`config.mk`:
```
export PLATFORM = sky130hd
export DESIGN_NAME = cfs_supervisor
export DESIGN_NICKNAME = d
export VERILOG_FILES = /design/src/shared/cfs_pkg.sv /design/src/rtl/cfs_supervisor.sv /design/src/rtl/cfs_ms_timer.sv
export SDC_FILE = /design/constraint.sdc
export NUM_CORES = 1
export LEC_CHECK = 0
export BUFFER_PORTS_ARGS = -buffer_cell sky130_fd_sc_hd__buf_2
export CORE_MARGIN = 2
export CORE_UTILIZATION = 56
export DETAILED_ROUTE_END_ITERATION = 16
export PLACE_DENSITY = 0.86
export SLEW_MARGIN = 10
export SYNTH_ARGS = -nofsm -noshare
export SYNTH_HDL_FRONTEND = slang
export SYNTH_SLANG_ARGS = --single-unit
```
`constraint.sdc`:
```
create_clock -name i_ref_clk -period 5.7 [get_ports i_ref_clk]
set_clock_uncertainty 0.2 [all_clocks]
set_input_delay 0.285 -clock i_ref_clk [delete_from_list [all_inputs] [get_ports i_ref_clk]]
set_output_delay 0.285 -clock i_ref_clk [all_outputs]
set_load 0.005 [all_outputs]
```
`src/shared/cfs_pkg.sv`:
```
/*
 * cfs_pkg: command codes, field layout, reset values, thresholds and timing
 * counts for the converter fault supervisor.
 * Assumes a 25 MHz converter clock and temperatures in whole degrees C.
 */
package cfs_pkg;

    // command codes of the registers
    localparam logic [7:0] CMD_OT_FAULT_LIM  = 8'h4F;
    localparam logic [7:0] CMD_OT_WARN_LIM   = 8'h51;
    localparam logic [7:0] CMD_TON_MAX_LIM   = 8'h62;
    localparam logic [7:0] CMD_THERM_STATUS  = 8'h7D;
    localparam logic [7:0] CMD_DIE_TEMP      = 8'h8D;
    localparam logic [7:0] CMD_PCT_LIMITS    = 8'hD7;
    localparam logic [7:0] CMD_THERM_ACTION  = 8'hE0;
    localparam logic [7:0] CMD_OV_ACTION     = 8'hE1;
    localparam logic [7:0] CMD_UV_ACTION     = 8'hE2;
    localparam logic [7:0] CMD_ALERT_MASK    = 8'hE3;
    localparam logic [7:0] CMD_VENDOR_STATUS = 8'hE4;
    localparam logic [7:0] CMD_VOUT_STATUS   = 8'hE5;
    localparam logic [7:0] CMD_VOUT_READING  = 8'hE6;

    // status bit positions
    localparam int BIT_OT_FAULT  = 7;   // thermal status
    localparam int BIT_OT_WARN   = 6;
    localparam int BIT_BG_OT     = 0;   // vendor status
    localparam int BIT_OV_FAULT  = 7;   // vout status
    localparam int BIT_OV_WARN   = 6;
    localparam int BIT_UV_WARN   = 5;
    localparam int BIT_UV_FAULT  = 4;
    localparam int BIT_TON_FAULT = 2;
    // alert mask bits: one per status byte
    localparam int MSK_THERM     = 0;
    localparam int MSK_VENDOR    = 1;
    localparam int MSK_VOUT      = 2;

    // percent-limit field positions, two bits each
    localparam int PCT_OVF_LSB   = 0;
    localparam int PCT_OVW_LSB   = 2;
    localparam int PCT_UVW_LSB   = 4;
    localparam int PCT_UVF_LSB   = 6;
    localparam int FAULT_SHIFT0  = 3;   // offset = vref >> (sel + base)
    localparam int WARN_SHIFT0   = 4;

    // reset values
    localparam logic [15:0] RST_OT_FAULT_LIM = 16'h007D;
    localparam logic [15:0] RST_OT_WARN_LIM  = 16'h0069;
    localparam logic [15:0] RST_TON_MAX_LIM  = 16'h0000;
    localparam logic [7:0]  RST_PCT_LIMITS   = 8'h00;
    localparam logic [7:0]  RST_ALERT_MASK   = 8'h00;

    // fixed protection levels
    localparam logic [15:0] BG_SHUTDOWN_C    = 16'h0091;   // 145 C
    localparam logic [15:0] BG_HYST_C        = 16'h0014;   // 20 C
    localparam logic [15:0] OT_HYST_C        = 16'h0014;   // 20 C
    localparam logic [15:0] FIXED_OV_MV      = 16'h0898;   // 2.2 V
    localparam logic [19:0] PREBIAS_NUM      = 20'h0_000D; // 13/256, about 5 %
    localparam int          HICCUP_RISES     = 7;

    // timing
    localparam int CLK_PERIOD_NS = 40;
    localparam int MS_NS         = 1_000_000;
    localparam int MS_CYCLES     = MS_NS / CLK_PERIOD_NS;

    typedef enum logic [1:0] {
        ACT_IGNORE  = 2'b00,
        ACT_LATCH   = 2'b01,
        ACT_RESTART = 2'b10
    } cfs_action_e;

    // gray walk: off -> start -> run -> hiccup -> cool -> latch
    typedef enum logic [2:0] {
        ST_OFF    = 3'b000,
        ST_START  = 3'b001,
        ST_RUN    = 3'b011,
        ST_HICCUP = 3'b010,
        ST_COOL   = 3'b110,
        ST_LATCH  = 3'b100
    } cfs_state_e;

    typedef struct packed {
        logic        wr;
        logic        rd;
        logic [7:0]  code;
        logic [15:0] wdata;
    } cfs_cmd_s;

endpackage : cfs_pkg

```
`src/rtl/cfs_supervisor.sv`:
```
/*
 * cfs_supervisor: fault supervision and telemetry for a buck converter.
 * Holds limit, action, mask and status registers reached by command code,
 * compares temperature and feedback samples, runs the on/off sequence,
 * raises the alert and drives the open-drain power-good pin.
 * Assumes samples, command strobes and the soft-start done level are
 * synchronous to i_ref_clk; the command protocol engine lives outside.
 */
`timescale 1ns/1ps
module cfs_supervisor
    import cfs_pkg::*;
#(
    parameter int P_MS_CYCLES = cfs_pkg::MS_CYCLES
) (
    input  wire logic             i_ref_clk,
    input  wire logic             i_resetn,
    input  wire logic             i_ce,
    input  wire cfs_pkg::cfs_cmd_s i_cmd,
    input  wire logic             i_turn_on,
    input  wire logic             i_temp_valid,
    input  wire logic [15:0]      i_temp_c,
    input  wire logic             i_bg_valid,
    input  wire logic [15:0]      i_bg_temp_c,
    input  wire logic             i_fb_valid,
    input  wire logic [15:0]      i_fb_mv,
    input  wire logic [15:0]      i_vref_mv,
    input  wire logic [7:0]       i_rise_ms,
    input  wire logic             i_ss_done,
    output logic [15:0]           o_cmd_rdata,
    output logic                  o_conv_en,
    output logic                  o_lowside_on,
    output logic                  o_smbalert_n,
    output logic                  o_pwr_ok_o,
    output logic                  o_pwr_ok_oe
);
    import cfs_pkg::*;

    // registers
    logic [15:0] ot_fault_r, ot_warn_r, ton_max_r, die_temp_r, vout_rd_r, fb_r;
    logic [7:0]  pct_r, mask_r, therm_st_r, vend_st_r, vout_st_r;
    logic [1:0]  th_act_r, ov_act_r, uv_act_r;
    logic [17:0] avg_acc_r;
    logic [1:0]  avg_cnt_r;
    logic        bg_hold_r, ot_hold_r;
    cfs_state_e  st_r, st_nxt;

    // command decode
    logic wr_otf, wr_otw, wr_ton, wr_pct, wr_tha, wr_ova, wr_uva, wr_msk;
    logic clr_th, clr_vd, clr_vo;
    assign wr_otf = i_cmd.wr && i_cmd.code == CMD_OT_FAULT_LIM;
    assign wr_otw = i_cmd.wr && i_cmd.code == CMD_OT_WARN_LIM;
    assign wr_ton = i_cmd.wr && i_cmd.code == CMD_TON_MAX_LIM;
    assign wr_pct = i_cmd.wr && i_cmd.code == CMD_PCT_LIMITS;
    assign wr_tha = i_cmd.wr && i_cmd.code == CMD_THERM_ACTION;
    assign wr_ova = i_cmd.wr && i_cmd.code == CMD_OV_ACTION;
    assign wr_uva = i_cmd.wr && i_cmd.code == CMD_UV_ACTION;
    assign wr_msk = i_cmd.wr && i_cmd.code == CMD_ALERT_MASK;
    assign clr_th = i_cmd.wr && i_cmd.code == CMD_THERM_STATUS;
    assign clr_vd = i_cmd.wr && i_cmd.code == CMD_VENDOR_STATUS;
    assign clr_vo = i_cmd.wr && i_cmd.code == CMD_VOUT_STATUS;

    // voltage thresholds from preset shifts of the reference; prebias from a fixed 13/256 multiple
    logic [1:0]  sel_ovf, sel_ovw, sel_uvw, sel_uvf;
    logic [15:0] thr_ovf, thr_ovw, thr_uvw, thr_uvf, thr_pre;
    logic [19:0] pre_prod;
    assign sel_ovf  = pct_r[PCT_OVF_LSB +: 2];
    assign sel_ovw  = pct_r[PCT_OVW_LSB +: 2];
    assign sel_uvw  = pct_r[PCT_UVW_LSB +: 2];
    assign sel_uvf  = pct_r[PCT_UVF_LSB +: 2];
    assign thr_ovf  = i_vref_mv + (i_vref_mv >> (sel_ovf + FAULT_SHIFT0));
    assign thr_ovw  = i_vref_mv + (i_vref_mv >> (sel_ovw + WARN_SHIFT0));
    assign thr_uvw  = i_vref_mv - (i_vref_mv >> (sel_uvw + WARN_SHIFT0));
    assign thr_uvf  = i_vref_mv - (i_vref_mv >> (sel_uvf + FAULT_SHIFT0));
    assign pre_prod = {4'h0, i_vref_mv} * PREBIAS_NUM;
    assign thr_pre  = i_vref_mv + pre_prod[19:8];

    // live conditions on the latest feedback sample
    logic ovf_now, ovw_now, uvw_now, uvf_now, ov_trip, uv_trip;
    assign ovf_now = (fb_r > thr_ovf) || (fb_r > FIXED_OV_MV);
    assign ovw_now = (fb_r > thr_ovw) || (fb_r > thr_pre);
    assign uvw_now = fb_r < thr_uvw;
    assign uvf_now = fb_r < thr_uvf;
    assign ov_trip = ovf_now && ov_act_r != ACT_IGNORE;
    assign uv_trip = uvf_now && uv_act_r != ACT_IGNORE && st_r == ST_RUN;

    // temperature comparisons
    logic bg_hot, bg_cool, ot_hot, ot_cool, ot_warn_now, ot_trip;
    logic [16:0] temp_up, bg_up;
    assign temp_up     = {1'b0, i_temp_c} + {1'b0, OT_HYST_C};
    assign bg_up       = {1'b0, i_bg_temp_c} + {1'b0, BG_HYST_C};
    assign bg_hot      = i_bg_valid && i_bg_temp_c > BG_SHUTDOWN_C;
    assign bg_cool     = i_bg_valid && bg_up <= {1'b0, BG_SHUTDOWN_C};
    assign ot_hot      = i_temp_valid && i_temp_c > ot_fault_r;
    assign ot_warn_now = i_temp_valid && i_temp_c > ot_warn_r;
    assign ot_cool     = i_temp_valid && temp_up <= {1'b0, ot_fault_r};
    assign ot_trip     = ot_hot && th_act_r != ACT_IGNORE;

    // timers: hiccup delay and start-up limit
    logic        hic_exp, ton_exp, ton_miss;
    logic [10:0] seven_rise;
    logic        enter_hic, enter_start;
    assign seven_rise  = ({3'b000, i_rise_ms} << 3) - {3'b000, i_rise_ms};
    assign enter_hic   = st_nxt == ST_HICCUP && st_r != ST_HICCUP;
    assign enter_start = st_nxt == ST_START && st_r != ST_START;
    assign ton_miss    = st_r == ST_START && ton_max_r != 16'h0000 && ton_exp;

    cfs_ms_timer #(.P_MS_CYCLES(P_MS_CYCLES)) u_hiccup (
        .i_ref_clk  (i_ref_clk),
        .i_resetn   (i_resetn),
        .i_ce       (i_ce),
        .i_start    (enter_hic),
        .i_limit_ms ({5'b00000, seven_rise}),
        .o_expired  (hic_exp)
    );
    cfs_ms_timer #(.P_MS_CYCLES(P_MS_CYCLES)) u_ton (
        .i_ref_clk  (i_ref_clk),
        .i_resetn   (i_resetn),
        .i_ce       (i_ce),
        .i_start    (enter_start),
        .i_limit_ms (ton_max_r),
        .o_expired  (ton_exp)
    );

    // sequence: a fault stops switching, the action picks what follows
    logic v_fault, cool_ok;
    cfs_action_e v_act;
    assign v_fault = ov_trip || uv_trip || (ton_miss && uv_act_r != ACT_IGNORE);
    assign v_act   = cfs_action_e'(ov_trip ? ov_act_r : uv_act_r);
    assign cool_ok = !bg_hold_r && !ot_hold_r;
    always_comb
    begin
        st_nxt = st_r;
        case (st_r)
            ST_OFF:
                if (i_turn_on && cool_ok)
                    st_nxt = ST_START;
            ST_START, ST_RUN:
                if (bg_hold_r)
                    st_nxt = ST_COOL;
                else if (ot_hold_r)
                    st_nxt = (th_act_r == ACT_LATCH) ? ST_LATCH : ST_COOL;
                else if (v_fault)
                    st_nxt = (v_act == ACT_LATCH) ? ST_LATCH : ST_HICCUP;
                else if (!i_turn_on)
                    st_nxt = ST_OFF;
                else if (st_r == ST_START && (ton_miss || (i_ss_done && !uvf_now)))
                    st_nxt = ST_RUN;
            ST_HICCUP:
                if (!i_turn_on)
                    st_nxt = ST_OFF;
                else if (hic_exp && cool_ok)
                    st_nxt = ST_START;
            ST_COOL:
                if (cool_ok)
                    st_nxt = i_turn_on ? ST_START : ST_OFF;
            ST_LATCH:
                if (!i_turn_on)
                    st_nxt = ST_OFF;                                   // external reset
            default:
                st_nxt = ST_OFF;
        endcase
    end

    // status set terms; a set in the clearing cycle wins
    logic [7:0] th_set, vd_set, vo_set;
    assign th_set = {ot_hot, ot_warn_now, 6'h00};
    assign vd_set = {7'h00, bg_hot};
    assign vo_set = {ovf_now, ovw_now, uvw_now && st_r == ST_RUN,
                     uvf_now && st_r == ST_RUN, 1'b0, ton_miss, 2'b00};

    // good window and alert
    logic fault_any, pg_nxt, alert_nxt;
    assign fault_any = bg_hold_r || ot_hold_r || ovf_now || (uvf_now && st_r == ST_RUN);
    assign pg_nxt    = st_r == ST_RUN && !fault_any && !ovw_now && !uvw_now;
    assign alert_nxt = (|therm_st_r && !mask_r[MSK_THERM])
                    || (|vend_st_r && !mask_r[MSK_VENDOR])
                    || (|vout_st_r && !mask_r[MSK_VOUT]);

    // read mux
    logic [15:0] rd_nxt;
    always_comb
    begin
        case (i_cmd.code)
            CMD_OT_FAULT_LIM:  rd_nxt = ot_fault_r;
            CMD_OT_WARN_LIM:   rd_nxt = ot_warn_r;
            CMD_TON_MAX_LIM:   rd_nxt = ton_max_r;
            CMD_THERM_STATUS:  rd_nxt = {8'h00, therm_st_r};
            CMD_DIE_TEMP:      rd_nxt = die_temp_r;
            CMD_PCT_LIMITS:    rd_nxt = {8'h00, pct_r};
            CMD_THERM_ACTION:  rd_nxt = {14'h0000, th_act_r};
            CMD_OV_ACTION:     rd_nxt = {14'h0000, ov_act_r};
            CMD_UV_ACTION:     rd_nxt = {14'h0000, uv_act_r};
            CMD_ALERT_MASK:    rd_nxt = {8'h00, mask_r};
            CMD_VENDOR_STATUS: rd_nxt = {8'h00, vend_st_r};
            CMD_VOUT_STATUS:   rd_nxt = {8'h00, vout_st_r};
            CMD_VOUT_READING:  rd_nxt = vout_rd_r;
            default:           rd_nxt = 16'h0000;
        endcase
    end

    // configuration registers
    always_ff @(posedge i_ref_clk or negedge i_resetn)
    begin
        if (!i_resetn)
        begin
            ot_fault_r <= RST_OT_FAULT_LIM;
            ot_warn_r  <= RST_OT_WARN_LIM;
            ton_max_r  <= RST_TON_MAX_LIM;
            pct_r      <= RST_PCT_LIMITS;
            mask_r     <= RST_ALERT_MASK;
            th_act_r   <= ACT_IGNORE;
            ov_act_r   <= ACT_RESTART;
            uv_act_r   <= ACT_RESTART;
        end
        else if (i_ce)
        begin
            if (wr_otf) ot_fault_r <= i_cmd.wdata;
            if (wr_otw) ot_warn_r  <= i_cmd.wdata;
            if (wr_ton) ton_max_r  <= i_cmd.wdata;
            if (wr_pct) pct_r      <= i_cmd.wdata[7:0];
            if (wr_msk) mask_r     <= i_cmd.wdata[7:0];
            if (wr_tha) th_act_r   <= i_cmd.wdata[1:0];
            if (wr_ova) ov_act_r   <= i_cmd.wdata[1:0];
            if (wr_uva) uv_act_r   <= i_cmd.wdata[1:0];
        end
    end

    // sticky status, write one to clear
    always_ff @(posedge i_ref_clk or negedge i_resetn)
    begin
        if (!i_resetn)
        begin
            therm_st_r <= 8'h00;
            vend_st_r  <= 8'h00;
            vout_st_r  <= 8'h00;
        end
        else if (i_ce)
        begin
            therm_st_r <= (therm_st_r & ~({8{clr_th}} & i_cmd.wdata[7:0])) | th_set;
            vend_st_r  <= (vend_st_r & ~({8{clr_vd}} & i_cmd.wdata[7:0])) | vd_set;
            vout_st_r  <= (vout_st_r & ~({8{clr_vo}} & i_cmd.wdata[7:0])) | vo_set;
        end
    end

    // telemetry and thermal holds; four-sample block average cuts noise
    always_ff @(posedge i_ref_clk or negedge i_resetn)
    begin
        if (!i_resetn)
        begin
            die_temp_r <= 16'h0000;
            fb_r       <= 16'h0000;
            vout_rd_r  <= 16'h0000;
            avg_acc_r  <= 18'h0_0000;
            avg_cnt_r  <= 2'b00;
            bg_hold_r  <= 1'b0;
            ot_hold_r  <= 1'b0;
        end
        else if (i_ce)
        begin
            if (i_temp_valid) die_temp_r <= i_temp_c;
            if (i_fb_valid)
            begin
                fb_r      <= i_fb_mv;
                avg_cnt_r <= avg_cnt_r + 2'b01;
                avg_acc_r <= (avg_cnt_r == 2'b11) ? 18'h0_0000 : avg_acc_r + {2'b00, i_fb_mv};
                if (avg_cnt_r == 2'b11)
                    vout_rd_r <= 16'((avg_acc_r + {2'b00, i_fb_mv}) >> 2);
            end
            if (bg_hot)       bg_hold_r <= 1'b1;
            else if (bg_cool) bg_hold_r <= 1'b0;
            if (ot_trip)      ot_hold_r <= 1'b1;
            else if (ot_cool) ot_hold_r <= 1'b0;
        end
    end

    // state and registered pins
    always_ff @(posedge i_ref_clk or negedge i_resetn)
    begin
        if (!i_resetn)
        begin
            st_r         <= ST_OFF;
            o_cmd_rdata  <= 16'h0000;
            o_conv_en    <= 1'b0;
            o_lowside_on <= 1'b0;
            o_smbalert_n <= 1'b1;
            o_pwr_ok_o   <= 1'b0;
            o_pwr_ok_oe  <= 1'b1;
        end
        else if (i_ce)
        begin
            st_r         <= st_nxt;
            o_cmd_rdata  <= i_cmd.rd ? rd_nxt : o_cmd_rdata;
            o_conv_en    <= st_nxt == ST_START || st_nxt == ST_RUN;
            o_lowside_on <= ov_trip;
            o_smbalert_n <= !alert_nxt;
            o_pwr_ok_o   <= 1'b0;                                      // open drain only pulls low
            o_pwr_ok_oe  <= !pg_nxt;
        end
    end
endmodule : cfs_supervisor

```
`src/rtl/cfs_ms_timer.sv`:
```
/*
 * cfs_ms_timer: millisecond delay timer, restarted by a pulse, reports
 * when the programmed number of milliseconds has passed.
 * Assumes a single clock; i_ce freezes the count.
 */
`timescale 1ns/1ps
module cfs_ms_timer #(
    parameter int P_MS_CYCLES = cfs_pkg::MS_CYCLES
) (
    input  wire logic        i_ref_clk,
    input  wire logic        i_resetn,
    input  wire logic        i_ce,
    input  wire logic        i_start,
    input  wire logic [15:0] i_limit_ms,
    output logic             o_expired
);
    localparam int CW = $clog2(P_MS_CYCLES);
    localparam logic [CW-1:0] LAST = CW'(P_MS_CYCLES - 1);

    logic [CW-1:0] cyc_r;
    logic [15:0]   ms_r;
    logic          tick;
    logic          done;

    assign tick = (cyc_r == LAST);
    assign done = (ms_r >= i_limit_ms);

    // saturate at the limit so a long wait never wraps
    always_ff @(posedge i_ref_clk or negedge i_resetn)
    begin
        if (!i_resetn)
        begin
            cyc_r     <= '0;
            ms_r      <= '0;
            o_expired <= 1'b0;
        end
        else if (i_ce)
        begin
            if (i_start)
            begin
                cyc_r     <= '0;
                ms_r      <= '0;
                o_expired <= 1'b0;
            end
            else
            begin
                cyc_r     <= tick ? '0 : cyc_r + 1'b1;
                ms_r      <= (tick && !done) ? ms_r + 16'h0001 : ms_r;
                o_expired <= done;
            end
        end
    end
endmodule : cfs_ms_timer

```
==> metrics.txt <==
status=finished, violations left; failing checks=negative setup slack; gr usage total=33.8%; Final WS setup=-303 ps; DRT iter0 DRCs=2010; row count=71; post-synthesis instance total=2373; Core Area=0.0377 sq mm; min Tclk post-route=6000 ps; DIE HEIGHT=199 um; initial antenna violation count=0; Routed WL=68.8 mm; Seq/Total Area, Yosys=29.5%; Hold Crit Class=in2reg; Post-layout nets=3056; Post-synth EDFFs=0; number of synthesized register bits=251; clock transition at the registers of the reported paths=60 ps; warnings from Yosys=0; boundary pin count=127; vias in the first global route=20800; hold depth=5; multi-input combinational cell area=0.0145 sq mm; Critical Path Max Stage Delay=540 ps; RSZ-0062 raised after global routing=yes; Placer Congestion=0.979; fmax=167 MHz; Initial Util=56.8%; CTS sink cnt=251; WP data required=5900 ps; layout cells sized above 1=20.8%; Top Family by Delay on Critical Path=compound AO/OA/AOI/OAI gates; drt via density=6.53; global route overflow=0; Fin. Hold Viols=0; endpoints failing setup=32; post-DP HPWL=47.9 mm; CP Capture Type=flip-flop; pre-CTS setup slack=-680 ps; pin count of the biggest net entering global routing=178; CTS tree=built; Synth Net Count=2778; fin. max-slew vios=0; Async SR Flop Fraction=100%; Max Cap Viol=0; Main synth FF type=dfrtp_1; worst slew pin tran=1210 ps; power per cell area=289 mW/mm^2; die area=0.0398 sq mm; Worst slew margin=18.9%; H-tree depth=1; IO Port Bufs=125; number of cells on the worst reg-to-reg path=26; Fillers=2618; register area=0.00630 sq mm; WL/cell=21.6 um; maximum VDD drop=423 uV; Via Count=20800; Synth Cell Area=0.0214 sq mm; Root Driver=clkbuf_16; WP depth=26; final period utilization=105%; CP startpoint kind=flip-flop; Total Power=7440 uW; Bufs on Longest Clock Path=3; Synth cell types=87; worst hold margin=59.3 ps; crit path DAT=6200 ps; critical path type=reg2reg; Critical path buffers and inverters=4; P&R area growth vs syn=20.6%; CP most frequent cell=buf_4; worst-skew pair later-pin latency=560 ps; largest fanout on the critical path=7; Critical-path top delay cell=mux4_2; # DRC=0; die width=199 um; detailed-router iteration count before antenna repair=9; CTS buffer count=27; Leakage Power=0.0123 uW; global-route wire length before repair=107 mm; Antenna Nets Post-Route=0; Mapped Avg Cell Area=9.01 sq um
==> registers in the layout (all words and copies together), names as in the netlist, 2 cells and up <==
| name | count |
|---|---|
| st_r | 3 |
| u_ton.cyc_r | 15 |
| ton_max_r | 16 |
| o_cmd_rdata | 16 |
| vout_rd_r | 16 |
| vout_st_r | 8 |
| uv_act_r | 2 |
| pct_r | 8 |
| ov_act_r | 2 |
| ot_fault_r | 16 |
| mask_r | 8 |
| u_hiccup.cyc_r | 15 |
| ot_warn_r | 16 |
| avg_acc_r | 18 |
| die_temp_r | 16 |
| u_hiccup.ms_r | 16 |
| therm_st_r | 8 |
| avg_cnt_r | 2 |
| vend_st_r | 8 |
| u_ton.ms_r | 16 |
| th_act_r | 2 |
| fb_r | 16 |
==> per-stage QoR <==
step	util (%)	area (sq um)	setup TNS, ps	std cells
floorplan	-	21400	0	2373
global placement	62.0	23400	-10350	3056
detailed placement	62.0	23400	-19550	3056
CTS	67.3	25300	-2000	3174
global route	68.4	25800	-15420	3183
finish	68.4	25800	-7990	3186
==> final timing paths <==
kind,from,end,slack (ps)
min,i_turn_on,st_r[2],60
max reg2reg,pct_r[1],u_hiccup.cyc_r[13],-300
max in group asynchronous,i_resetn,u_ton.ms_r[2],3800
min reg2reg,avg_cnt_r[0],avg_cnt_r[0],290
max,pct_r[1],u_hiccup.cyc_r[13],-300
min in group asynchronous,i_resetn,ton_max_r[12],90
==> cells in the mapped netlist (all sizes together) (8+ instances only) <==
cell type    n  area (sq um)
clkbuf      72           270
a22o        17           149
a21oi      112           561
xnor2       71           622
mux4        21           473
a211o       12           105
nand2b      24           150
nor4        30           200
nand4       28           175
a21o        61           458
and3        39           244
fa          18           360
o31ai       10          75.1
o2111ai     13           114
o21ai      178           895
dfstp       14           368
a211oi      21           158
a31oi       36           225
nor2       112           420
a22oi       21           158
or2         14          87.6
mux2i       23           230
inv        201           754
buf         14          78.8
xor2        51           447
nand2      207           777
o21a        22           165
dfrtp      237          5930
a222oi      10           100
a221oi      13           114
nor2b       30           188
o22ai        8          56.3
o211ai      14           105
o21bai      13          97.6
nor3        55           285
nand3       74           370
mux2        82           923
a21boi      23           173
ha         281          3520
==> cell usage in the layout (no fill, tap or decap), types with 61 or more instances in the layout <==
cell type	synthesis	layout
a21oi_1	112	104
nand3_1	74	73
nor2_1	112	104
ha_1	281	279
buf_4	1	134
inv_1	200	199
dfrtp_1	237	235
o21ai_0	176	152
mux2_2	82	82
nand2_1	207	205
a21o_1	61	61
buf_2	6	125
xnor2_1	71	70
==> timing repair <==
item	4_1_cts	5_1_grt
cloned	3	2
endpoints found under the hold margin	185	0
pin swaps	19	51
hold buffers	55	0
gates resized for setup	66	90
setup endpoints to repair	34	35
buffers inserted	10	9
==> final cells by class <==
cell class                      instances  share of cell area [%]
Sequential cell                       251                    24.4
Antenna cell                            3                  0.0291
Clock inverter                         17                    1.16
Clock buffer                           33                    2.86
Inverter                              202                    2.94
Multi-Input combinational cell       1834                    56.3
Timing Repair Buffer                  335                    9.76
Tap cell                              511                    2.48
==> worst register-to-register path: cells and delay by family, from the launching register on <==
family | cells | cell delay [ps]
flops | 1 | 390
fa+ha+maj | 3 | 810
compound gates | 10 | 2120
buf+inv | 4 | 730
mux | 1 | 540
xor+xnor | 1 | 90
simple gates | 7 | 950
==> kinds of logic (layout without fill, tap and decap cells) <==
kind of cell,after synthesis,after routing,share of synthesized area [%]
AO/OA/AOI/OAI,633,633,19.5
XOR/XNOR,122,122,5.00
adder cells (fa/ha/maj),299,299,18.1
buffers and inverters,288,587,5.18
flip-flops,251,251,29.5
multiplexers,126,126,7.61
other,1,4,0.0175
AND/OR/NAND/NOR,653,653,15.1
==> where the power goes <==
group | total, uW | leakage, uW | internal, uW | switching (uW)
clock network | 2070 | 0.000509 | 1280 | 789
registers | 2250 | 0.00320 | 1990 | 257
logic | 3120 | 0.00861 | 1420 | 1700
total | 7440 | 0.0123 | 4690 | 2750
==> per-layer routing <==
| layer | wire, um | global-route usage, % | vias to the layer above |
|---|---|---|---|
| li1 | - | - | 9231 |
| met1 | 25900 | 42.3 | 10000 |
| met2 | 32500 | 57.1 | 1228 |
| met3 | 6370 | 5.52 | 332 |
| met4 | 3990 | 16.4 | 0 |
| met5 | 0 | 0 | - |
(Power assumes the default switching activity.)
